`src/rtl/tc_pkg.sv`:
```
// tc_pkg: constants and types of the dual timer/counter
package tc_pkg;
    // ---------------------------------------------------------------
    // register map
    // ---------------------------------------------------------------
    localparam int          TC_ADDR_W     = 3;
    localparam int          TC_DATA_W     = 8;
    localparam logic [2:0]  TC_OFS_CTRL   = 3'h0;
    localparam logic [2:0]  TC_OFS_MODE   = 3'h1;
    localparam logic [2:0]  TC_OFS_T0L    = 3'h2;
    localparam logic [2:0]  TC_OFS_T0H    = 3'h3;
    localparam logic [2:0]  TC_OFS_T1L    = 3'h4;
    localparam logic [2:0]  TC_OFS_T1H    = 3'h5;
    localparam logic [2:0]  TC_OFS_IRQEN  = 3'h6;
    localparam logic [7:0]  TC_RST_VAL    = 8'h00;
    // control register bits
    localparam int TC_C_T1_FLAG  = 7;
    localparam int TC_C_T1_RUN   = 6;
    localparam int TC_C_T0_FLAG  = 5;
    localparam int TC_C_T0_RUN   = 4;
    localparam int TC_C_X1_FLAG  = 3;
    localparam int TC_C_X1_EDGE  = 2;
    localparam int TC_C_X0_FLAG  = 1;
    localparam int TC_C_X0_EDGE  = 0;
    // mode register: one nibble per timer
    localparam int TC_M_T0_LSB   = 0;
    localparam int TC_M_T1_LSB   = 4;
    localparam int TC_M_GATE     = 3;
    localparam int TC_M_CSEL     = 2;
    // interrupt enable register bits
    localparam int TC_IE_T0      = 0;
    localparam int TC_IE_T1      = 1;
    localparam int TC_IE_GLOBAL  = 7;
    // ---------------------------------------------------------------
    // timing and count limits
    // ---------------------------------------------------------------
    localparam int          TC_CLK_NS       = 100;
    localparam int          TC_PER_CYCLE_NS = 600;
    localparam int          TC_PER_DIV      = TC_PER_CYCLE_NS / TC_CLK_NS;
    localparam int          TC_DIV_W        = 3;
    localparam logic [4:0]  TC_PRE_MAX      = 5'h1f;
    localparam logic [7:0]  TC_BYTE_MAX     = 8'hff;
    // ---------------------------------------------------------------
    // types
    // ---------------------------------------------------------------
    typedef enum logic [1:0] {
        TC_MODE13  = 2'b00,
        TC_MODE16  = 2'b01,
        TC_RELOAD  = 2'b10,
        TC_SPLIT   = 2'b11
    } tc_mode_t;
    typedef struct packed {
        logic [7:0] lo;
        logic [7:0] hi;
        logic       ovf;
    } tc_cnt_t;
    typedef struct packed {
        logic [TC_DIV_W-1:0] cnt;
        logic                tick;
        logic                s0;
        logic                s1;
        logic                ev0;
        logic                ev1;
    } tc_div_t;
    typedef struct packed {
        logic [7:0] ctrl;
        logic [7:0] mode;
        logic [7:0] t0l;
        logic [7:0] t0h;
        logic [7:0] t1l;
        logic [7:0] t1h;
        logic [7:0] irq_en;
        logic [7:0] rdata;
        logic       pin_a;
        logic       pin_b;
        logic       baud;
    } tc_state_t;
endpackage

```
`src/rtl/tc_tick_if.sv`:
```
// tc_tick_if: peripheral cycle tick and count pin events
`timescale 1ns/10ps
`default_nettype none
interface tc_tick_if;
    logic tick;
    logic cnt_ev0;
    logic cnt_ev1;
    modport src (output tick, output cnt_ev0, output cnt_ev1);
    modport snk (input tick, input cnt_ev0, input cnt_ev1);
endinterface
`default_nettype wire

```
`src/rtl/tc_tick_gen.sv`:
```
// tc_tick_gen: peripheral cycle divider and count pin sampler
`timescale 1ns/10ps
`default_nettype none
module tc_tick_gen
    import tc_pkg::*;
(
    input  wire logic core_clk,
    input  wire logic rst_n,
    input  wire logic t0_count_pin,
    input  wire logic t1_count_pin,
    tc_tick_if.src    tk
);
    tc_div_t q;
    tc_div_t d;
    logic    last;

    // ---------------------------------------------------------------
    // divide by six, sample pins once per peripheral cycle
    // ---------------------------------------------------------------
    always_comb begin
        d      = q;
        last   = (q.cnt == TC_DIV_W'(TC_PER_DIV - 1));
        d.cnt  = last ? '0 : q.cnt + 1'b1;
        d.tick = last;
        d.ev0  = last && q.s0 && !t0_count_pin;
        d.ev1  = last && q.s1 && !t1_count_pin;
        if (last) begin
            d.s0 = t0_count_pin;
            d.s1 = t1_count_pin;
        end
    end

    // state register
    always_ff @(posedge core_clk or negedge rst_n) begin
        if (!rst_n) begin
            q <= '0;
        end else begin
            q <= d;
        end
    end

    assign tk.tick    = q.tick;
    assign tk.cnt_ev0 = q.ev0;
    assign tk.cnt_ev1 = q.ev1;
endmodule
`default_nettype wire

```
`src/rtl/tc_timer_top.sv`:
```
// tc_timer_top: two timer/counters with four modes and register port
//
// Decided for this implementation: the address-and-strobe port and the register offsets.
`timescale 1ns/10ps
`default_nettype none
module tc_timer_top
    import tc_pkg::*;
(
    input  wire logic                 core_clk,
    input  wire logic                 rst_n,
    input  wire logic [TC_ADDR_W-1:0] reg_addr,
    input  wire logic [TC_DATA_W-1:0] reg_wdata,
    input  wire logic                 reg_wr,
    input  wire logic                 reg_rd,
    output logic      [TC_DATA_W-1:0] reg_rdata,
    input  wire logic                 t0_count_pin,
    input  wire logic                 t1_count_pin,
    input  wire logic                 ext_irq_pin_a_n,
    input  wire logic                 ext_irq_pin_b_n,
    input  wire logic                 t0_irq_ack,
    input  wire logic                 t1_irq_ack,
    output logic                      t0_irq_req,
    output logic                      t1_irq_req,
    output logic                      t1_baud_tick
);
    tc_tick_if tk ();

    tc_state_t q;
    tc_state_t d;
    tc_mode_t  t0_mode;
    tc_mode_t  t1_mode;
    tc_cnt_t   c0;
    tc_cnt_t   c1;
    logic      split0;
    logic      t0_pin_gating;
    logic      t1_pin_gating;
    logic      en0;
    logic      en1;
    logic      h0_inc;
    logic      h0_ovf;
    logic      set0;
    logic      set1;
    logic      x0_set;
    logic      x1_set;

    // ---------------------------------------------------------------
    // tick and count pin events
    // ---------------------------------------------------------------
    tc_tick_gen u_tick (
        .core_clk     (core_clk),
        .rst_n        (rst_n),
        .t0_count_pin (t0_count_pin),
        .t1_count_pin (t1_count_pin),
        .tk           (tk)
    );

    // ---------------------------------------------------------------
    // one counting step of a timer in modes 0 to 2, split low byte
    // ---------------------------------------------------------------
    function automatic tc_cnt_t tc_step(
        input tc_mode_t   m,
        input logic [7:0] lo,
        input logic [7:0] hi,
        input logic       inc
    );
        tc_cnt_t r;
        r.lo  = lo;
        r.hi  = hi;
        r.ovf = 1'b0;
        if (inc) begin
            case (m)
                TC_MODE13: begin
                    // upper three low bits left alone
                    r.lo[4:0] = lo[4:0] + 5'h01;
                    if (lo[4:0] == TC_PRE_MAX) begin
                        r.hi  = hi + 8'h01;
                        r.ovf = (hi == TC_BYTE_MAX);
                    end
                end
                TC_MODE16: begin
                    r.lo = lo + 8'h01;
                    if (lo == TC_BYTE_MAX) begin
                        r.hi  = hi + 8'h01;
                        r.ovf = (hi == TC_BYTE_MAX);
                    end
                end
                TC_RELOAD: begin
                    r.lo = lo + 8'h01;
                    if (lo == TC_BYTE_MAX) begin
                        r.lo  = hi;
                        r.ovf = 1'b1;
                    end
                end
                default: begin
                    r.lo  = lo + 8'h01;
                    r.ovf = (lo == TC_BYTE_MAX);
                end
            endcase
        end
        return r;
    endfunction

    // ---------------------------------------------------------------
    // count enables
    // ---------------------------------------------------------------
    // mode fields decode straight from the two bits
    assign t0_mode = tc_mode_t'(q.mode[TC_M_T0_LSB +: 2]);
    assign t1_mode = tc_mode_t'(q.mode[TC_M_T1_LSB +: 2]);
    assign split0  = (t0_mode == TC_SPLIT);
    assign t0_pin_gating   = q.mode[TC_M_T0_LSB + TC_M_GATE];
    assign t1_pin_gating   = q.mode[TC_M_T1_LSB + TC_M_GATE];

    // run, pin gating and source select of timer 0
    assign en0 = q.ctrl[TC_C_T0_RUN]
               && (!t0_pin_gating || ext_irq_pin_a_n)
               && (q.mode[TC_M_T0_LSB + TC_M_CSEL]
                   ? tk.cnt_ev0 : tk.tick);

    // timer 1 loses its run bit to timer 0 in split, halts in its mode 3
    assign en1 = (split0 || q.ctrl[TC_C_T1_RUN])
               && (!t1_pin_gating || ext_irq_pin_b_n)
               && (t1_mode != TC_SPLIT)
               && (q.mode[TC_M_T1_LSB + TC_M_CSEL]
                   ? tk.cnt_ev1 : tk.tick);

    // split high byte of timer 0 runs on ticks under timer 1 run
    assign h0_inc = split0 && q.ctrl[TC_C_T1_RUN] && tk.tick;
    assign h0_ovf = h0_inc && (q.t0h == TC_BYTE_MAX);

    assign c0 = tc_step(t0_mode, q.t0l, q.t0h, en0);
    assign c1 = tc_step(t1_mode, q.t1l, q.t1h, en1);

    // flag sources; in split timer 1 overflow raises no flag
    assign set0 = c0.ovf;
    assign set1 = split0 ? h0_ovf : c1.ovf;

    // external pin flags: falling edge or low level
    assign x0_set = q.ctrl[TC_C_X0_EDGE]
                  ? (q.pin_a && !ext_irq_pin_a_n) : !ext_irq_pin_a_n;
    assign x1_set = q.ctrl[TC_C_X1_EDGE]
                  ? (q.pin_b && !ext_irq_pin_b_n) : !ext_irq_pin_b_n;

    // ---------------------------------------------------------------
    // next state: counting, register writes, flags, read data
    // ---------------------------------------------------------------
    always_comb begin
        d       = q;
        d.pin_a = ext_irq_pin_a_n;
        d.pin_b = ext_irq_pin_b_n;
        d.t0l   = c0.lo;
        d.t0h   = split0 ? (h0_inc ? q.t0h + 8'h01 : q.t0h) : c0.hi;
        d.t1l   = c1.lo;
        d.t1h   = c1.hi;
        d.baud  = c1.ovf;
        d.rdata = TC_RST_VAL;
        // vectoring clears the overflow flags
        if (t0_irq_ack) begin
            d.ctrl[TC_C_T0_FLAG] = 1'b0;
        end
        if (t1_irq_ack) begin
            d.ctrl[TC_C_T1_FLAG] = 1'b0;
        end
        // software writes; count bytes overwrite the count step
        if (reg_wr) begin
            if (reg_addr == TC_OFS_CTRL) begin
                d.ctrl = reg_wdata;
            end else if (reg_addr == TC_OFS_MODE) begin
                d.mode = reg_wdata;
            end else if (reg_addr == TC_OFS_T0L) begin
                d.t0l = reg_wdata;
            end else if (reg_addr == TC_OFS_T0H) begin
                d.t0h = reg_wdata;
            end else if (reg_addr == TC_OFS_T1L) begin
                d.t1l = reg_wdata;
            end else if (reg_addr == TC_OFS_T1H) begin
                d.t1h = reg_wdata;
            end else if (reg_addr == TC_OFS_IRQEN) begin
                d.irq_en = reg_wdata;
            end
        end
        // hardware sets win over any clear in the same cycle
        if (set0) begin
            d.ctrl[TC_C_T0_FLAG] = 1'b1;
        end
        if (set1) begin
            d.ctrl[TC_C_T1_FLAG] = 1'b1;
        end
        if (x0_set) begin
            d.ctrl[TC_C_X0_FLAG] = 1'b1;
        end
        if (x1_set) begin
            d.ctrl[TC_C_X1_FLAG] = 1'b1;
        end
        // read data for the next cycle only
        if (reg_rd) begin
            if (reg_addr == TC_OFS_CTRL) begin
                d.rdata = q.ctrl;
            end else if (reg_addr == TC_OFS_MODE) begin
                d.rdata = q.mode;
            end else if (reg_addr == TC_OFS_T0L) begin
                d.rdata = q.t0l;
            end else if (reg_addr == TC_OFS_T0H) begin
                d.rdata = q.t0h;
            end else if (reg_addr == TC_OFS_T1L) begin
                d.rdata = q.t1l;
            end else if (reg_addr == TC_OFS_T1H) begin
                d.rdata = q.t1h;
            end else if (reg_addr == TC_OFS_IRQEN) begin
                d.rdata = q.irq_en;
            end
        end
    end

    // state register
    always_ff @(posedge core_clk or negedge rst_n) begin
        if (!rst_n) begin
            q <= '0;
        end else begin
            q <= d;
        end
    end

    // ---------------------------------------------------------------
    // outputs
    // ---------------------------------------------------------------
    assign reg_rdata    = q.rdata;
    assign t1_baud_tick = q.baud;
    // flag gated by own enable and the global enable
    assign t0_irq_req = q.ctrl[TC_C_T0_FLAG] && q.irq_en[TC_IE_T0]
                      && q.irq_en[TC_IE_GLOBAL];
    assign t1_irq_req = q.ctrl[TC_C_T1_FLAG] && q.irq_en[TC_IE_T1]
                      && q.irq_en[TC_IE_GLOBAL];
endmodule
`default_nettype wire

```
`config.mk`:
```
export PLATFORM = sky130hd
export DESIGN_NAME = tc_timer_top
export DESIGN_NICKNAME = d
export VERILOG_FILES = /design/src/rtl/tc_pkg.sv /design/src/rtl/tc_tick_if.sv /design/src/rtl/tc_tick_gen.sv /design/src/rtl/tc_timer_top.sv
export SDC_FILE = /design/constraint.sdc
export NUM_CORES = 1
export LEC_CHECK = 0
export BUFFER_PORTS_ARGS = -buffer_cell sky130_fd_sc_hd__buf_2
export CORE_ASPECT_RATIO = 0.9
export CORE_MARGIN = 8
export CORE_UTILIZATION = 57
export CTS_BUF_LIST = sky130_fd_sc_hd__clkbuf_2
export CTS_CLUSTER_SIZE = 25
export DETAILED_ROUTE_END_ITERATION = 8
export GPL_TIMING_DRIVEN = 0
export HOLD_SLACK_MARGIN = 0.03
export PLACE_DENSITY = 0.76
export SETUP_SLACK_MARGIN = 0.02
export SKIP_CTS_REPAIR_TIMING = 1
export SLEW_MARGIN = 40
export SYNTH_ARGS = -nofsm -noshare
export SYNTH_HDL_FRONTEND = slang
export SYNTH_SLANG_ARGS = --single-unit
```
`constraint.sdc`:
```
create_clock -name core_clk -period 2.25 [get_ports core_clk]
set_input_delay 0.1125 -clock core_clk [delete_from_list [all_inputs] [get_ports core_clk]]
set_output_delay 0.1125 -clock core_clk [all_outputs]
set_load 0.02 [all_outputs]
```
==> results.py <==
metrics = {
    "global_route": {
        "grt.met1_usage_pct": 31.0,
        "grtUsageTotal_pct": 21.9,
        "grt_max_degree": 44,
        "grt_use_met2_pct": 32.4,
        "antenna_found_initial": 0,
        "busiest_layer": "met2",
        "grt_first_pass_wirelength_mm": 18.4,
        "grt_pass1_vias": 3563,
        "grt_overflow": 0,
        "use_met3_pct": 4.40,
    },
    "clock_network": {
        "cts_root_buf": "clkbuf_2",
        "cts.sinks": 75,
        "cts_max_path_buffers": 2,
        "numCtsBuffers": 9,
        "clkLatencyLatePin_ns": 0.53,
        "clkTransAtPathRegs_ns": 0.22,
        "ctsHtreeMaxLevel": 3,
        "tritoncts": "done",
    },
    "logic_synthesis": {
        "synth_ff_type": "dfrtp_1",
        "post-synth-top-count-cell": "dfrtp_1",
        "async_flop_share_pct": 100,
        "syn_area_sq_um": 4440,
        "synth_xor_area_share_pct": 2.96,
        "yosysTopAreaCell": "dfrtp_1",
        "syn-instance-count": 438,
        "synth-compound-area-share_pct": 16.7,
        "synthSimpleGateAreaFrac_pct": 19.0,
        "avgSynthCellArea_sq_um": 10.1,
        "synth_common_cells": "dfrtp_1 (75), nand2_1 (35), mux2_2 (31)",
        "yosys.area_share.adder_pct": 1.41,
        "synth_top_family_by_area": "simple AND/OR/NAND/NOR gates",
        "ys_seq_area_share_pct": 42.3,
        "synth.area.mux_share_pct": 13.2,
        "synth_edf_count": 0,
        "synth_seq_cells": 75,
        "yosysWarningCount": 0,
        "syn_nets": 464,
        "ys_types": 63,
        "synth_top_area_share_pct": 42.3,
        "ys_top_cells_by_area": "dfrtp_1 (42%), mux2_2 (7.9%), mux2i_1 (4.3%), nand2_1 (3.0%), nor2_1 (2.5%)",
    },
    "setup_path": {
        "reg2reg_depth": 5,
        "critPathRequiredTime_ns": 2.74,
        "cp-end-kind": "flop",
        "cp-start-kind": "flop",
        "crit_fanout": 9,
        "arrival_ns": 2.62,
        "timing.setup.critical_path_class": "flop to flop",
    },
    "timing": {
        "rsz0062_at_grt": "false",
        "clock_skew_ns": 0.0180,
        "max_slew_margin_pct": 56.4,
        "finalHoldViolCount": 0,
        "fin_crit_sh_pct": 94.3,
        "worst_slew_pin_slew_ns": 0.650,
        "setup_viol": 0,
        "fmax_mhz": 471,
        "tns_ns": 0,
        "fin_crit_ns": 2.12,
        "slew_violations": 0,
    },
    "drt": {
        "viasPerCell": 6.21,
        "post-route-drc-count": 0,
        "wl_mm": 11.4,
        "routedWlPerCell_um": 19.0,
        "ant_nets": 0,
        "drt-initial-drc-count": 264,
        "vias": 3735,
        "firstDrtPassIters": 5,
    },
    "die": {
        "fp.coreArea_sq_um": 7540,
        "rows": 30,
        "io_pins": 32,
        "die_h_um": 99.7,
        "die_w_um": 109,
        "start_util_pct": 58.8,
        "dieArea_sq_um": 10900,
    },
    "finish": {
        "multi_input_area_sq_um": 2400,
        "drive_gt1_share_pct": 24.4,
        "syn_to_final_growth_pct": 14.7,
        "register_area_sq_um": 1880,
        "fill_cells": 630,
        "diodes": 0,
        "final_area_sq_um": 5090,
        "final_util_pct": 67.5,
        "finalNetCount": 526,
        "final_cells": 601,
    },
    "job": {
        "cap_violations": 0,
    },
    "power_and_ir_drop": {
        "ir_worst_vdd_mv": 0.592,
        "p_seq_share_pct": 50.0,
        "p_per_area_nw_per_um2": 777,
        "power_frac_comb_pct": 30.8,
        "p_leak_nw": 2.22,
        "switchingPower_w": 0.00149,
        "p_int_w": 0.00246,
        "p_clk_share_pct": 19.2,
        "swShare_pct": 37.8,
    },
    "worst_hold_path": {
        "hold_depth": 5,
        "hold_path.class": "primary input to flop",
    },
    "status": {
        "status": "completed",
    },
    "placed_design": {
        "place_inst": 566,
        "dpl_cell_area_sq_um": 4750,
        "io_buffers": 31,
        "gp_congestion": 0.936,
        "dpl.hpwl_mm": 8.28,
    },
}
## per-stage QoR
| stage | setup slack, ns | hold WS, ns | total power, W |
|---|---|---|---|
| finish | 0.127 | 0.0504 | 0.00396 |
| global placement | 0.153 | 0.264 | 0.00309 |
| CTS | 0.0469 | -0.610 | 0.00390 |
| floorplan | 0.366 | -0.183 | 0.00277 |
| global route | 0.0266 | 0.0318 | 0.00420 |
| detailed placement | 0.0886 | 0.0178 | 0.00314 |
## power by group through the flow
stage               Combinational (W)  Sequential, W  Clock, W
global route                  0.00135        0.00202  0.000827
CTS                           0.00116        0.00196  0.000778
finish                        0.00122        0.00198  0.000759
global placement              0.00112        0.00197         0
floorplan                    0.000893        0.00187         0
detailed placement            0.00116        0.00198         0
## worst max-delay path, cell delays in order, from the launching register on
cell	delay, ns
dfrtp_1	0.41
clkbuf_1	0.29
a2111oi_4	0.40
nand2_1	0.16
a211oi_1	0.59
a221o_1	0.25
## cell type report
class	count	share of cell area, %
multi-input cells	326	47.1
inverters	8	0.590
well taps	96	2.36
plain buffers	29	3.20
flip-flops and latches	75	36.9
repair buffers	51	7.60
clock inverters	6	1.28
clock buffers	10	0.983
## logic make-up (layout without fill, tap and decap cells)
kind of cell | Yosys count | count (layout)
simple gates | 152 | 152
xor+xnor | 15 | 15
compound gates | 100 | 100
buf+inv | 37 | 104
flops | 75 | 75
fa+ha+maj | 5 | 5
mux | 54 | 54
## state kept, by name, indices dropped and copies added, names as in the netlist
name,count
q,58
reg_rdata,8
u_tick.q,5
t1_baud_tick,1
u_tick.tk.cnt_ev0,1
u_tick.tk.cnt_ev1,1
u_tick.tk.tick,1
## layout by cell type (no fill, tap or decap), types with 8 or more instances in the layout
cell / instances
nor2_1: 30
a21oi_1: 22
nand2_1: 35
nor2b_1: 16
buf_2: 40
mux2i_1: 19
mux2_2: 31
a22oi_1: 9
xor2_1: 10
dfrtp_1: 74
and3_1: 9
nand3_1: 15
clkbuf_1: 8
dlygate4sd3_1: 17
buf_4: 12
o21ai_0: 22
clkbuf_2: 10
a221oi_1: 10
## final timing paths
check / startpoint / end / slack (ns)
max: q[55]$_DFFE_PN0P_ / q[66]$_DFF_PN0_ / 0.13
min: reg_addr[2] / q[27]$_DFF_PN0_ / 0.05
max reg2reg: q[55]$_DFFE_PN0P_ / q[66]$_DFF_PN0_ / 0.13
min reg2reg: u_tick.q[5]$_DFF_PN0_ / u_tick.q[5]$_DFF_PN0_ / 0.52
max in group asynchronous: rst_n / q[15]$_DFFE_PN0P_ / 1.43
min in group asynchronous: rst_n / u_tick.q[7]$_DFF_PN0_ / 0.59
## layer usage
layer / part of all wire (%) / wire length [um]
met5: 0 / 0
met4: 1.7 / 195
met2: 45 / 5190
met3: 7.2 / 820
met1: 46 / 5230
Note: power is estimated with default switching activity, not from simulation.
